$ cat src/shared/focr_defs.vh
// Purpose: constants for the drive control/status register bank
// Assumes: 32-bit APB, word-aligned registers
// Notes:   offsets are byte addresses
`ifndef FOCR_DEFS_VH
`define FOCR_DEFS_VH

// -----------------------------------------------------------------
// register byte offsets
// -----------------------------------------------------------------
`define FOCR_OFS_IDENT      12'h000
`define FOCR_OFS_PERIOD     12'h004
`define FOCR_OFS_CONTROL    12'h008
`define FOCR_OFS_STATUS     12'h00c
`define FOCR_OFS_STIM_LIMIT 12'h010

// -----------------------------------------------------------------
// identification fields (values arbitrary, not a real part)
// -----------------------------------------------------------------
`define FOCR_ID_CODE   8'h5a
`define FOCR_ID_MAJOR  8'h03
`define FOCR_ID_MINOR  8'h04
`define FOCR_ID_COMPAT 8'h11

// -----------------------------------------------------------------
// control bit positions
// -----------------------------------------------------------------
`define FOCR_C_ZVPH     26
`define FOCR_C_ZVBUS    25
`define FOCR_C_ERRCLR   24
`define FOCR_C_ZCUR     23
`define FOCR_C_S2SPD    22
`define FOCR_C_SPD2CUR  21
`define FOCR_C_ENCA     20
`define FOCR_C_ENCI     18
`define FOCR_C_INTERP   17
`define FOCR_C_ENCRST   16
`define FOCR_C_SCINH    15
`define FOCR_C_EMURST   14
`define FOCR_C_OBSRST   13
`define FOCR_C_ANGDEF   12
`define FOCR_C_FBIGN    11
`define FOCR_C_3PH      10
`define FOCR_C_LVL_LO   8
`define FOCR_C_SRC_LO   4
`define FOCR_C_MOD_LO   2
`define FOCR_C_COIL     0
`define FOCR_CTRL_MASK  32'h07fffffd
`define FOCR_CTRL_RST   32'h00000000

// -----------------------------------------------------------------
// status bit positions
// -----------------------------------------------------------------
`define FOCR_S_KILL     16
`define FOCR_S_FAIL     15
`define FOCR_S_OVA      14
`define FOCR_S_SYSERR   10
`define FOCR_S_ZONE_LO  5
`define FOCR_S_MODUSE   4
`define FOCR_S_FWD      3
`define FOCR_S_MOVING   2
`define FOCR_S_PWMOVF   1
`define FOCR_S_ISOVF    0

// -----------------------------------------------------------------
// misc
// -----------------------------------------------------------------
`define FOCR_PERIOD_W   12
`define FOCR_LIMIT_W    17
`define FOCR_LIMIT_RST  17'h00000

`endif

$ cat src/verilog/focr_regs.v
// Purpose: APB register bank for identification, period, control, status
// Assumes: one 25 MHz clock pclk, async active-low presetn
// Notes:   status inputs from the core arrive asynchronous and are synced
//
// Contract
// ident register read-only, four byte fields
// period register low twelve bits, rest zero
// zero commands start on written rising edge
// error clear bit resets latched errors
// link bits steer speed and current loops
// index match selects and interpolator enable
// angle reset bits hold evaluators in reset
// inhibit bit bypasses scalar filter
// default angle source selected by bit
// feedback ignore bit controls current regulator
// motor type bit: three-phase or stepper
// modulation levels field selects two or three
// rotor angle source field, seven codes
// modulator request field, in-use status bit
// coil enable gates drive outputs, else low
// status read freezes snapshot atomically
// kill and failure inputs reported read-only
// per-phase, link overcurrent and system error
// modulation zone two-bit status field
// speed direction and moving status bits
// pwm overflow status bit
// overflow sticks until coil enable written zero
// current over limit trips and neutralises coils
`timescale 1ns/10ps
`default_nettype none
`include "focr_defs.vh"

module focr_regs (
    input  wire        pclk,
    input  wire        presetn,
    input  wire        psel,
    input  wire        penable,
    input  wire        pwrite,
    input  wire [11:0] paddr,
    input  wire [31:0] pwdata,
    output reg  [31:0] prdata,
    output reg         pready,
    output reg         pslverr,
    input  wire [11:0] loop_period_in,
    input  wire        gate_kill_in,
    input  wire        gate_fail_in,
    input  wire [3:0]  overcurrent_in,
    input  wire        sys_error_in,
    input  wire [1:0]  mod_zone_in,
    input  wire        modulator_in_use_in,
    input  wire        speed_fwd_in,
    input  wire        speed_moving_in,
    input  wire        pwm_overflow_in,
    input  wire [16:0] stator_current_in,
    input  wire [5:0]  coil_drive_in,
    output reg  [5:0]  coil_drive_out,
    output reg         coil_neutral,
    output reg         zero_vphase_start,
    output reg         zero_vlink_start,
    output reg         zero_current_start,
    output reg         error_clear,
    output reg         scalar_to_speed_link,
    output reg         speed_to_current_link,
    output reg         enc_match_a,
    output reg         enc_match_b,
    output reg         enc_match_index,
    output reg         enc_interp_en,
    output reg         enc_angle_reset,
    output reg         emu_angle_reset,
    output reg         obs_angle_reset,
    output reg         scalar_filter_bypass,
    output reg         default_angle_fbk,
    output reg         current_feedback_ignore,
    output reg         three_phase_select,
    output reg  [1:0]  mod_levels,
    output reg  [3:0]  rotor_src,
    output reg  [1:0]  modulator_request
);

// -----------------------------------------------------------------
// bus decode
// -----------------------------------------------------------------
wire        setup_wr;
wire        setup_rd;
wire        hit_ctl;
wire        hit_lim;
wire        hit_sta;
wire        mapped;

// zero-wait slave: answer in the cycle after setup
// writes land at the setup edge; an apb transfer cannot be aborted,
// so the early commit is never undone by the master
assign setup_wr = psel & ~penable & pwrite;
assign setup_rd = psel & ~penable & ~pwrite;
assign hit_ctl  = (paddr == `FOCR_OFS_CONTROL);
assign hit_lim  = (paddr == `FOCR_OFS_STIM_LIMIT);
assign hit_sta  = (paddr == `FOCR_OFS_STATUS);
assign mapped   = (paddr == `FOCR_OFS_IDENT) | (paddr == `FOCR_OFS_PERIOD)
                | hit_ctl | hit_sta | hit_lim;

// -----------------------------------------------------------------
// synchronised core status
// -----------------------------------------------------------------
wire [11:0] period_s;
// flag vector layout after the synchroniser:
//   [18:13] coil drive pattern from the core
//   [12] kill, [11] hardware failure
//   [10:7] overcurrent phase a, b, c, then link
//   [6] system error, [5:4] modulation zone
//   [3] modulator in use, [2] forward, [1] moving
//   [0] pwm overflow
wire [18:0] flags_s;
wire [16:0] ismag_s;

focr_sync3 #(.W(12)) u_sync_period (
    .pclk     (pclk),
    .presetn  (presetn),
    .async_in (loop_period_in),
    .sync_out (period_s)
);

// limitation: bits are filtered one by one, so a multi-bit change
// may show a mixed word for a cycle
focr_sync3 #(.W(19)) u_sync_flags (
    .pclk     (pclk),
    .presetn  (presetn),
    .async_in ({coil_drive_in,
                gate_kill_in, gate_fail_in, overcurrent_in,
                sys_error_in, mod_zone_in, modulator_in_use_in,
                speed_fwd_in, speed_moving_in, pwm_overflow_in}),
    .sync_out (flags_s)
);

focr_sync3 #(.W(17)) u_sync_ismag (
    .pclk     (pclk),
    .presetn  (presetn),
    .async_in (stator_current_in),
    .sync_out (ismag_s)
);

// -----------------------------------------------------------------
// control and limit registers
// -----------------------------------------------------------------
reg  [31:0] ctrl_q;
reg  [16:0] limit_q;
reg         isovf_q;
wire        ctl_wr;
wire [31:0] ctrl_d;
wire        trip_now;

assign ctl_wr = setup_wr & hit_ctl;
assign ctrl_d = pwdata & `FOCR_CTRL_MASK;
// comparison uses synced magnitude; limit zero disables the trip
assign trip_now = (limit_q != `FOCR_LIMIT_RST) & (ismag_s > limit_q);

always @(posedge pclk or negedge presetn) begin
    if (!presetn) begin
        ctrl_q  <= `FOCR_CTRL_RST;
        limit_q <= `FOCR_LIMIT_RST;
    end else begin
        if (ctl_wr) begin
            ctrl_q <= ctrl_d;
        end else if (trip_now) begin
            // stop on overflow
            ctrl_q[`FOCR_C_COIL] <= 1'b0;
        end
        if (setup_wr & hit_lim) begin
            limit_q <= pwdata[`FOCR_LIMIT_W-1:0];
        end
    end
end

// -----------------------------------------------------------------
// stator current overflow latch
// -----------------------------------------------------------------
// set wins over clear so a trip during the clearing write is kept
always @(posedge pclk or negedge presetn) begin
    if (!presetn) begin
        isovf_q <= 1'b0;
    end else begin
        // set on overflow
        if (trip_now) begin
            isovf_q <= 1'b1;
        // clear via coil off
        end else if (ctl_wr & ~pwdata[`FOCR_C_COIL]) begin
            isovf_q <= 1'b0;
        end
    end
end

// written 0-to-1 transition of one control bit
function rise_cmd;
    input        wr_now;
    input [31:0] wdat;
    input [31:0] old;
    input integer pos;
    begin
        rise_cmd = wr_now & wdat[pos] & ~old[pos];
    end
endfunction

// -----------------------------------------------------------------
// command pulses and control outputs
// -----------------------------------------------------------------
always @(posedge pclk or negedge presetn) begin
    if (!presetn) begin
        zero_vphase_start       <= 1'b0;
        zero_vlink_start        <= 1'b0;
        zero_current_start      <= 1'b0;
        error_clear             <= 1'b0;
        scalar_to_speed_link    <= 1'b0;
        speed_to_current_link   <= 1'b0;
        enc_match_a             <= 1'b0;
        enc_match_b             <= 1'b0;
        enc_match_index         <= 1'b0;
        enc_interp_en           <= 1'b0;
        enc_angle_reset         <= 1'b0;
        emu_angle_reset         <= 1'b0;
        obs_angle_reset         <= 1'b0;
        scalar_filter_bypass    <= 1'b0;
        default_angle_fbk       <= 1'b0;
        current_feedback_ignore <= 1'b0;
        three_phase_select      <= 1'b0;
        mod_levels              <= 2'b00;
        rotor_src               <= 4'h0;
        modulator_request       <= 2'b00;
    end else begin
        // rising edge only
        zero_vphase_start  <= rise_cmd(ctl_wr, pwdata, ctrl_q, `FOCR_C_ZVPH);
        zero_vlink_start   <= rise_cmd(ctl_wr, pwdata, ctrl_q, `FOCR_C_ZVBUS);
        zero_current_start <= rise_cmd(ctl_wr, pwdata, ctrl_q, `FOCR_C_ZCUR);
        // clear latched errors
        error_clear        <= ctl_wr & pwdata[`FOCR_C_ERRCLR];
        // loop linking
        scalar_to_speed_link  <= ctrl_q[`FOCR_C_S2SPD];
        speed_to_current_link <= ctrl_q[`FOCR_C_SPD2CUR];
        // index match selects
        enc_match_a     <= ctrl_q[`FOCR_C_ENCA];
        enc_match_b     <= ctrl_q[`FOCR_C_ENCA-1];
        enc_match_index <= ctrl_q[`FOCR_C_ENCI];
        enc_interp_en   <= ctrl_q[`FOCR_C_INTERP];
        // angle reset locks
        enc_angle_reset <= ctrl_q[`FOCR_C_ENCRST];
        emu_angle_reset <= ctrl_q[`FOCR_C_EMURST];
        obs_angle_reset <= ctrl_q[`FOCR_C_OBSRST];
        // filter bypass
        scalar_filter_bypass    <= ctrl_q[`FOCR_C_SCINH];
        // default angle source
        default_angle_fbk       <= ctrl_q[`FOCR_C_ANGDEF];
        // feedback ignore
        current_feedback_ignore <= ctrl_q[`FOCR_C_FBIGN];
        // motor type
        three_phase_select      <= ctrl_q[`FOCR_C_3PH];
        // modulation levels
        mod_levels <= ctrl_q[`FOCR_C_LVL_LO+1:`FOCR_C_LVL_LO];
        // rotor angle source
        rotor_src  <= ctrl_q[`FOCR_C_SRC_LO+3:`FOCR_C_SRC_LO];
        // modulator request
        modulator_request <= ctrl_q[`FOCR_C_MOD_LO+1:`FOCR_C_MOD_LO];
    end
end

// -----------------------------------------------------------------
// coil drive gating
// -----------------------------------------------------------------
// a trip forces neutral at once, without waiting for the control copy
always @(posedge pclk or negedge presetn) begin
    if (!presetn) begin
        coil_drive_out <= 6'h00;
        coil_neutral   <= 1'b1;
    end else begin
        // gate coil outputs
        if (ctrl_q[`FOCR_C_COIL] & ~trip_now & ~isovf_q) begin
            coil_drive_out <= flags_s[18:13];
            coil_neutral   <= 1'b0;
        end else begin
            // coils to neutral
            coil_drive_out <= 6'h00;
            coil_neutral   <= 1'b1;
        end
    end
end

// -----------------------------------------------------------------
// status word
// -----------------------------------------------------------------
reg  [31:0] status_live;

always @* begin
    status_live = 32'h00000000;
    // gate unit inputs
    status_live[`FOCR_S_KILL] = flags_s[12];
    status_live[`FOCR_S_FAIL] = flags_s[11];
    // overcurrent and system error
    status_live[`FOCR_S_OVA:`FOCR_S_OVA-3] = flags_s[10:7];
    status_live[`FOCR_S_SYSERR] = flags_s[6];
    // modulation zone
    status_live[`FOCR_S_ZONE_LO+1:`FOCR_S_ZONE_LO] = flags_s[5:4];
    // modulator in use
    status_live[`FOCR_S_MODUSE] = flags_s[3];
    // direction and moving
    status_live[`FOCR_S_FWD]    = flags_s[2];
    status_live[`FOCR_S_MOVING] = flags_s[1];
    // pwm overflow
    status_live[`FOCR_S_PWMOVF] = flags_s[0];
    status_live[`FOCR_S_ISOVF]  = isovf_q;
end

// -----------------------------------------------------------------
// read path
// -----------------------------------------------------------------
reg [31:0] rd_d;

always @* begin
    case (paddr)
        // identification bytes
        `FOCR_OFS_IDENT:
            rd_d = {`FOCR_ID_CODE, `FOCR_ID_MAJOR,
                    `FOCR_ID_MINOR, `FOCR_ID_COMPAT};
        // period, upper zero
        `FOCR_OFS_PERIOD:     rd_d = {20'h00000, period_s};
        `FOCR_OFS_CONTROL:    rd_d = ctrl_q;
        // snapshot taken at setup
        `FOCR_OFS_STATUS:     rd_d = status_live;
        `FOCR_OFS_STIM_LIMIT: rd_d = {15'h0000, limit_q};
        default:              rd_d = 32'h00000000;
    endcase
end

// the whole word is captured in one edge; a multi-bit field still passing the bitwise synchroniser may read mixed
always @(posedge pclk or negedge presetn) begin
    if (!presetn) begin
        prdata  <= 32'h00000000;
        pready  <= 1'b0;
        pslverr <= 1'b0;
    end else begin
        pready  <= psel & ~penable;
        pslverr <= psel & ~penable & ~mapped;
        if (setup_rd) begin
            prdata <= rd_d;
        end
    end
end

endmodule // focr_regs
`default_nettype wire

$ cat src/verilog/focr_sync3.v
// Purpose: three-stage synchroniser with agreement filter, vector wide
// Assumes: inputs asynchronous to pclk
// Notes:   output changes when stages two and three agree
`timescale 1ns/10ps
`default_nettype none

module focr_sync3 #(
    parameter W = 8
) (
    input  wire         pclk,
    input  wire         presetn,
    input  wire [W-1:0] async_in,
    output reg  [W-1:0] sync_out
);

// -----------------------------------------------------------------
// synchroniser stages
// -----------------------------------------------------------------
reg [W-1:0] s1_q;
reg [W-1:0] s2_q;
reg [W-1:0] s3_q;

// stage one feeds only stage two, bitwise agreement filter at the end
always @(posedge pclk or negedge presetn) begin
    if (!presetn) begin
        s1_q     <= {W{1'b0}};
        s2_q     <= {W{1'b0}};
        s3_q     <= {W{1'b0}};
        sync_out <= {W{1'b0}};
    end else begin
        s1_q     <= async_in;
        s2_q     <= s1_q;
        s3_q     <= s2_q;
        sync_out <= (s2_q & s3_q) | (sync_out & (s2_q | s3_q));
    end
end

endmodule // focr_sync3
`default_nettype wire

$ cat config.mk
export PLATFORM = sky130hd
export DESIGN_NAME = focr_regs
export DESIGN_NICKNAME = d
export VERILOG_FILES = /design/src/verilog/focr_regs.v /design/src/verilog/focr_sync3.v
export VERILOG_INCLUDE_DIRS = /design/src /design/src/shared
export SDC_FILE = /design/constraint.sdc
export NUM_CORES = 1
export LEC_CHECK = 0
export BUFFER_PORTS_ARGS = -buffer_cell sky130_fd_sc_hd__buf_4
export CAP_MARGIN = 20
export CORE_MARGIN = 2
export CORE_UTILIZATION = 30
export DETAILED_ROUTE_END_ITERATION = 8
export GPL_ROUTABILITY_DRIVEN = 0
export PLACE_DENSITY_LB_ADDON = 0.15
export SETUP_SLACK_MARGIN = 0.02
export SLEW_MARGIN = 20
export SYNTH_ARGS = -nofsm -noshare
export SYNTH_HDL_FRONTEND = slang
export SYNTH_SLANG_ARGS = --single-unit
$ cat constraint.sdc
create_clock -name pclk -period 4.5 [get_ports pclk]
set_input_delay 1.35 -clock pclk [delete_from_list [all_inputs] [get_ports pclk]]
set_output_delay 1.35 -clock pclk [all_outputs]
set_load 0.005 [all_outputs]
### Word level (Yosys, flattened, before mapping)

Index checks and enable logic that the tools add are counted.

| storage, ports and cells | value |
|---|---|
| flip-flop bits (word level) | 302 |
| output and inout port bits | 66 |

| cells by class | value |
|---|---|
| equality and inequality tests | 4 |
| multiplexer cells | 7 |
| reduce and logical (&&, ||, !) cells | 4 |
| bitwise operators | 42 |
| magnitude comparators | 1 |

Operators with widths:

| cell | number |
|---|---|
| $pmux W31 S5 | 1 |
| $and A19 B19 Y19 | 2 |
| $or A19 B19 Y19 | 2 |
| $and A17 B17 Y17 | 2 |
| $or A17 B17 Y17 | 2 |
| $and A12 B12 Y12 | 2 |
| $eq A12 B4 Y1 const B | 2 |
| $or A12 B12 Y12 | 2 |
| $and A1 B1 Y1 | 17 |
| $gt A17 B17 Y1 | 1 |
| $reduce_bool A17 Y1 | 1 |
| $eq A12 B3 Y1 const B | 1 |
| $eq A12 B5 Y1 const B | 1 |
| $logic_not A12 Y1 | 1 |
| $not A1 Y1 | 9 |
| $mux W6 | 1 |
| $mux W1 | 5 |
| $or A1 B1 Y1 | 4 |
| $reduce_bool A2 Y1 | 2 |

### Longest topological paths before layout

| depth | value |
|---|---|
| depth in word-level cells | 7 |
| mapped depth | 7 |
| mapped depth without buffers | 7 |

### Hierarchy

From an unflattened synthesis, not the netlist that was laid out.

| second synthesis, totals | value |
|---|---|
| cells, all modules | 637 |
| area, all modules | 10012.1 um^2 |

Modules (own cells, without submodules):

| module | instances | cells each | area each (um^2) |
|---|---|---|---|
| focr_regs | 1 | 397 | 4667.0 |
| focr_sync3 at u_sync_flags | 1 | 95 | 2115.8 |
| focr_sync3 at u_sync_ismag | 1 | 85 | 1893.1 |
| focr_sync3 at u_sync_period | 1 | 60 | 1336.3 |

### Worst setup path after synthesis

OpenSTA, ideal clock, no wires.

| timing | value |
|---|---|
| kind | in2reg |
| from | in paddr[9] |
| to | reg prdata[16] |
| stages on the path | 6 |
| library setup time | 82 ps |
| buffers on the path | 1 |
| required time | 4418 ps |
| arrival time | 3105 ps |
| slack | 1313 ps |
| path through | or4_4 or3_4 nor4b_4 buf_6 nand2_1 a31oi_1 |

| between the ends | value |
|---|---|
| longest elaborated chain between the ends | 2 |

RTL lines:

| what | line | text |
|---|---|---|
| start, declared | focr_regs.v:39 | `input wire [11:0] paddr,` |
| $eq A12 B5 Y1, or another cell as far along | focr_regs.v:315 | `case (paddr)` |
| $pmux W31 S5 * | focr_regs.v:315 |  |
| end signal, assigned | focr_regs.v:340 | `prdata <= rd_d;` |
| end, declared | focr_regs.v:41 | `output reg [31:0] prdata,` |

Mark *: on every way between the ends. The rest lies on a longest branch, timed or not.
A chain may end at the register's enable or synchronous reset.

### Final worst setup path

| timing | value |
|---|---|
| from | in paddr[9] |
| to | reg ctrl_q[20] |

| between the ends | value |
|---|---|
| longest elaborated chain between the ends | 2 |

RTL lines:

| what | line | text |
|---|---|---|
| $eq A12 B4 Y1 | -- |  |
| $and A1 B1 Y1 | focr_regs.v:151 | `assign ctl_wr = setup_wr & hit_ctl;` |
| end signal, assigned | focr_regs.v:158 | `` ctrl_q <= `FOCR_CTRL_RST; `` |
| end signal, assigned | focr_regs.v:162 | `ctrl_q <= ctrl_d;` |
| end, declared | focr_regs.v:144 | `reg [31:0] ctrl_q;` |

Every way passes these cells.

==> metrics.md <==
| Metric | Value |
|---|---|
| VDD IR max | `0.0002532 V` |
| Final setup fails | `0` |
| Die area | `0.03411 mm^2` |
| Pwr Density | `466.4 mW/mm^2` |
| Via density | `4.203` |
| Leak | `6.017 nW` |
| Count leader, synth | `dfrtp_1` |
| Final WL | `21710 um` |
| Crit. End Element | `flip-flop` |
| Final TNS setup | `0 ns` |
| Site row count | `66` |
| Worst-case clock buffer depth | `3` |
| Worst-path cell chain | `buf_4, or4_4, nor4_4, nand4_1, buf_4, mux2_2` |
| Hold-fix buffers, CTS | `0` |
| Residual DRC count | `0` |
| Post-detail-place hpwl | `14540 um` |
| Kind of critical path | `in2reg` |
| F_max | `326.0 MHz` |
| Rel. slew slack | `44.06%` |
| Total power | `5.953 mW` |
| Status | `completed` |
| Design Area, Final | `0.01276 mm^2` |
| Crit path max-delay family | `simple AND/OR/NAND/NOR gates` |
| Mean Syn Cell Area | `15.55 um^2` |
| Largest cells by area after synthesis | `dfrtp_1, maj3_1, mux2_2, ha_1, nand2_1` |
| CP max FO | `32` |
| Tot GR Track Use | `13.06%` |
| CTS tree | `yes` |
| Initial antenna violation count | `2` |
| CTS clk-pin slew, worst paths | `0.06 ns` |
| Slowest CP cell | `or4_4` |
| Worst Skew | `0.01777 ns` |
| Wirelength per Cell | `16.87 um` |
| Max incr delay on CP | `0.58 ns` |
| Yosys reg bits | `298` |
| Routed Antenna Nets | `0` |
| Period minus WS final | `3.067 ns` |
| Number of H-tree levels | `2` |
| Top cells by count, synth | `dfrtp_1, nand2_1, maj3_1, o21ai_0, mux2_2` |
| Crit path DAT | `3.44 ns` |
| Main synth FF type | `dfrtp_1` |
| YS warnings | `0` |
| Worst Hold Class | `reg2reg` |
| Top cell type's share of synthesized area | `75.88%` |
| Num Clock Sinks | `298` |
| Post-synth cell types | `43` |
| Die Ht | `184.7 um` |
| Unrepaired setup endpoints after global routing | `no` |
| Core area | `0.03237 mm^2` |
| Final Util | `39.43%` |
| First-pass GRT wire length | `33790 um` |
| Area growth from synthesis to layout | `30.33%` |
| CP required | `4.87 ns` |
| Buffer type at the clock tree root | `clkbuf_16` |
| Via Count | `5409` |
| Synthesized cell area | `0.009794 mm^2` |
| Largest net degree at the start of global routing | `110` |
| Port Buffers | `155` |
| CTS Buf Count | `35` |
| Initial Util | `30.26%` |
| Drt pass-1 iters | `4` |
| Die Width | `184.7 um` |
| Max cap viols | `0` |
| Startpoint Class | `input port` |
| Share of layout cells above drive strength 1 | `31.08%` |
| Global route overflow | `0` |
| EDFF count, synth | `0` |
| Least-Margin Pin Slew | `0.8391 ns` |
| Final slew viol count | `0` |
| Placed inst area | `0.01157 mm^2` |
| Nets | `930` |
| Post-cts sizing count | `0` |
| Synth area leader | `dfrtp_1` |
| Crit path top cell by count | `buf_4` |
| Drt initial violations | `230` |
| Fin crit share | `68.16%` |
| Post-CTS setup buffers | `0` |
| Vias in the first global route | `5643` |
| Register area share after synthesis | `76.15%` |
| IO Pins | `163` |
| Async SR Flop Fraction | `100.0%` |
| CP bufs+invs | `2` |
| Final Hold Viols | `0` |
| Worst skew pair latency | `0.50 ns` |
| Syn Inst Count | `630` |
[final cells by class]
type | instances | area [um^2]
Inverter | 21 | 78.83
Timing Repair Buffer | 169 | 1301
Multi-Input combinational cell | 291 | 2181
Tap cell | 442 | 553.0
Clock inverter | 14 | 193.9
Clock buffer | 50 | 993.5
Antenna cell | 2 | 5.005
Fill cell | 3089 | 19610
Sequential cell | 298 | 7458
[placed cells by master (no fill, tap or decap), drive strengths merged, types with 2 or more instances in the layout]
| cell type | instances |
|---|---|
| or2 | 3 |
| inv | 22 |
| or3 | 2 |
| dfrtp | 297 |
| clkinv | 7 |
| nor3 | 4 |
| clkbuf | 50 |
| nor3b | 9 |
| mux2 | 25 |
| nand2b | 7 |
| ha | 17 |
| buf | 169 |
| a22o | 8 |
| a21oi | 10 |
| nand3 | 10 |
| a221oi | 5 |
| a222oi | 8 |
| maj3 | 48 |
| o21ai | 34 |
| nor4 | 7 |
| conb | 2 |
| nor2 | 17 |
| a21o | 2 |
| nand4 | 6 |
| clkinvlp | 2 |
| diode | 2 |
| bufinv | 4 |
| nand2 | 49 |
| a221o | 8 |
[path summary, 6_finish.rpt]
kind | start | to | slack, ns | cells after the start
max | paddr[9] | ctrl_q[20] | 1.43 | 6
min | u_sync_flags.s1_q[1] | u_sync_flags.s2_q[1] | 0.35 | 0
max reg2reg | limit_q[16] | coil_drive_out[5] | 2.12 | 7
min reg2reg | u_sync_flags.s1_q[1] | u_sync_flags.s2_q[1] | 0.35 | 0
max in group asynchronous | presetn | ctrl_q[23] | 2.70 | 2
min in group asynchronous | presetn | u_sync_ismag.s2_q[14] | 0.91 | 1
[state kept, by name (all words and copies together) (netlist names), 2 cells and up]
register                count
coil_drive_out              6
ctrl_q                     26
limit_q                    17
mod_levels                  2
modulator_request           2
prdata                     28
rotor_src                   4
u_sync_flags.s1_q          19
u_sync_flags.s2_q          19
u_sync_flags.s3_q          19
u_sync_flags.sync_out      19
u_sync_ismag.s1_q          17
u_sync_ismag.s2_q          17
u_sync_ismag.s3_q          17
u_sync_ismag.sync_out      17
u_sync_period.s1_q         12
u_sync_period.s2_q         12
u_sync_period.s3_q         12
u_sync_period.sync_out     12
[per-stage QoR]
step | hold slack [ns] | setup WS (ns) | instances
floorplan | 0.3312 | 1.313 | 631
global placement | 0.3325 | 0.9344 | 1221
detailed placement | 0.3347 | 0.9233 | 1221
CTS | 0.3479 | 1.431 | 1285
global route | 0.3539 | 1.345 | 1286
finish | 0.3453 | 1.433 | 1287
[report_power, final]
group | internal [mW] | total, mW | switching, mW
logic | 0.117 | 0.234 | 0.117
clock network | 1.78 | 2.86 | 1.08
registers | 2.80 | 2.86 | 0.0612
total | 4.70 | 5.95 | 1.26
[logic make-up (layout without fill, tap and decap cells)]
kind of cell / Yosys count / after routing / synth area share, %
compound gates: 79 / 79 / 5.532
fa+ha+maj: 65 / 65 / 7.077
buf+inv: 42 / 254 / 1.891
flops: 298 / 298 / 76.15
mux: 25 / 25 / 2.874
other cells: 1 / 4 / 0.03829
simple gates: 120 / 120 / 6.439
[per-layer routing]
| metal | routed length (um) | track usage (%) | vias up |
|---|---|---|---|
| met5 | 0 | 0 | - |
| met4 | 418 | 4.000 | 0 |
| met3 | 1142 | 3.003 | 33 |
| met2 | 9880 | 20.32 | 141 |
| met1 | 10260 | 18.21 | 2657 |
| li1 | - | - | 2578 |
(Power assumes the default switching activity.)
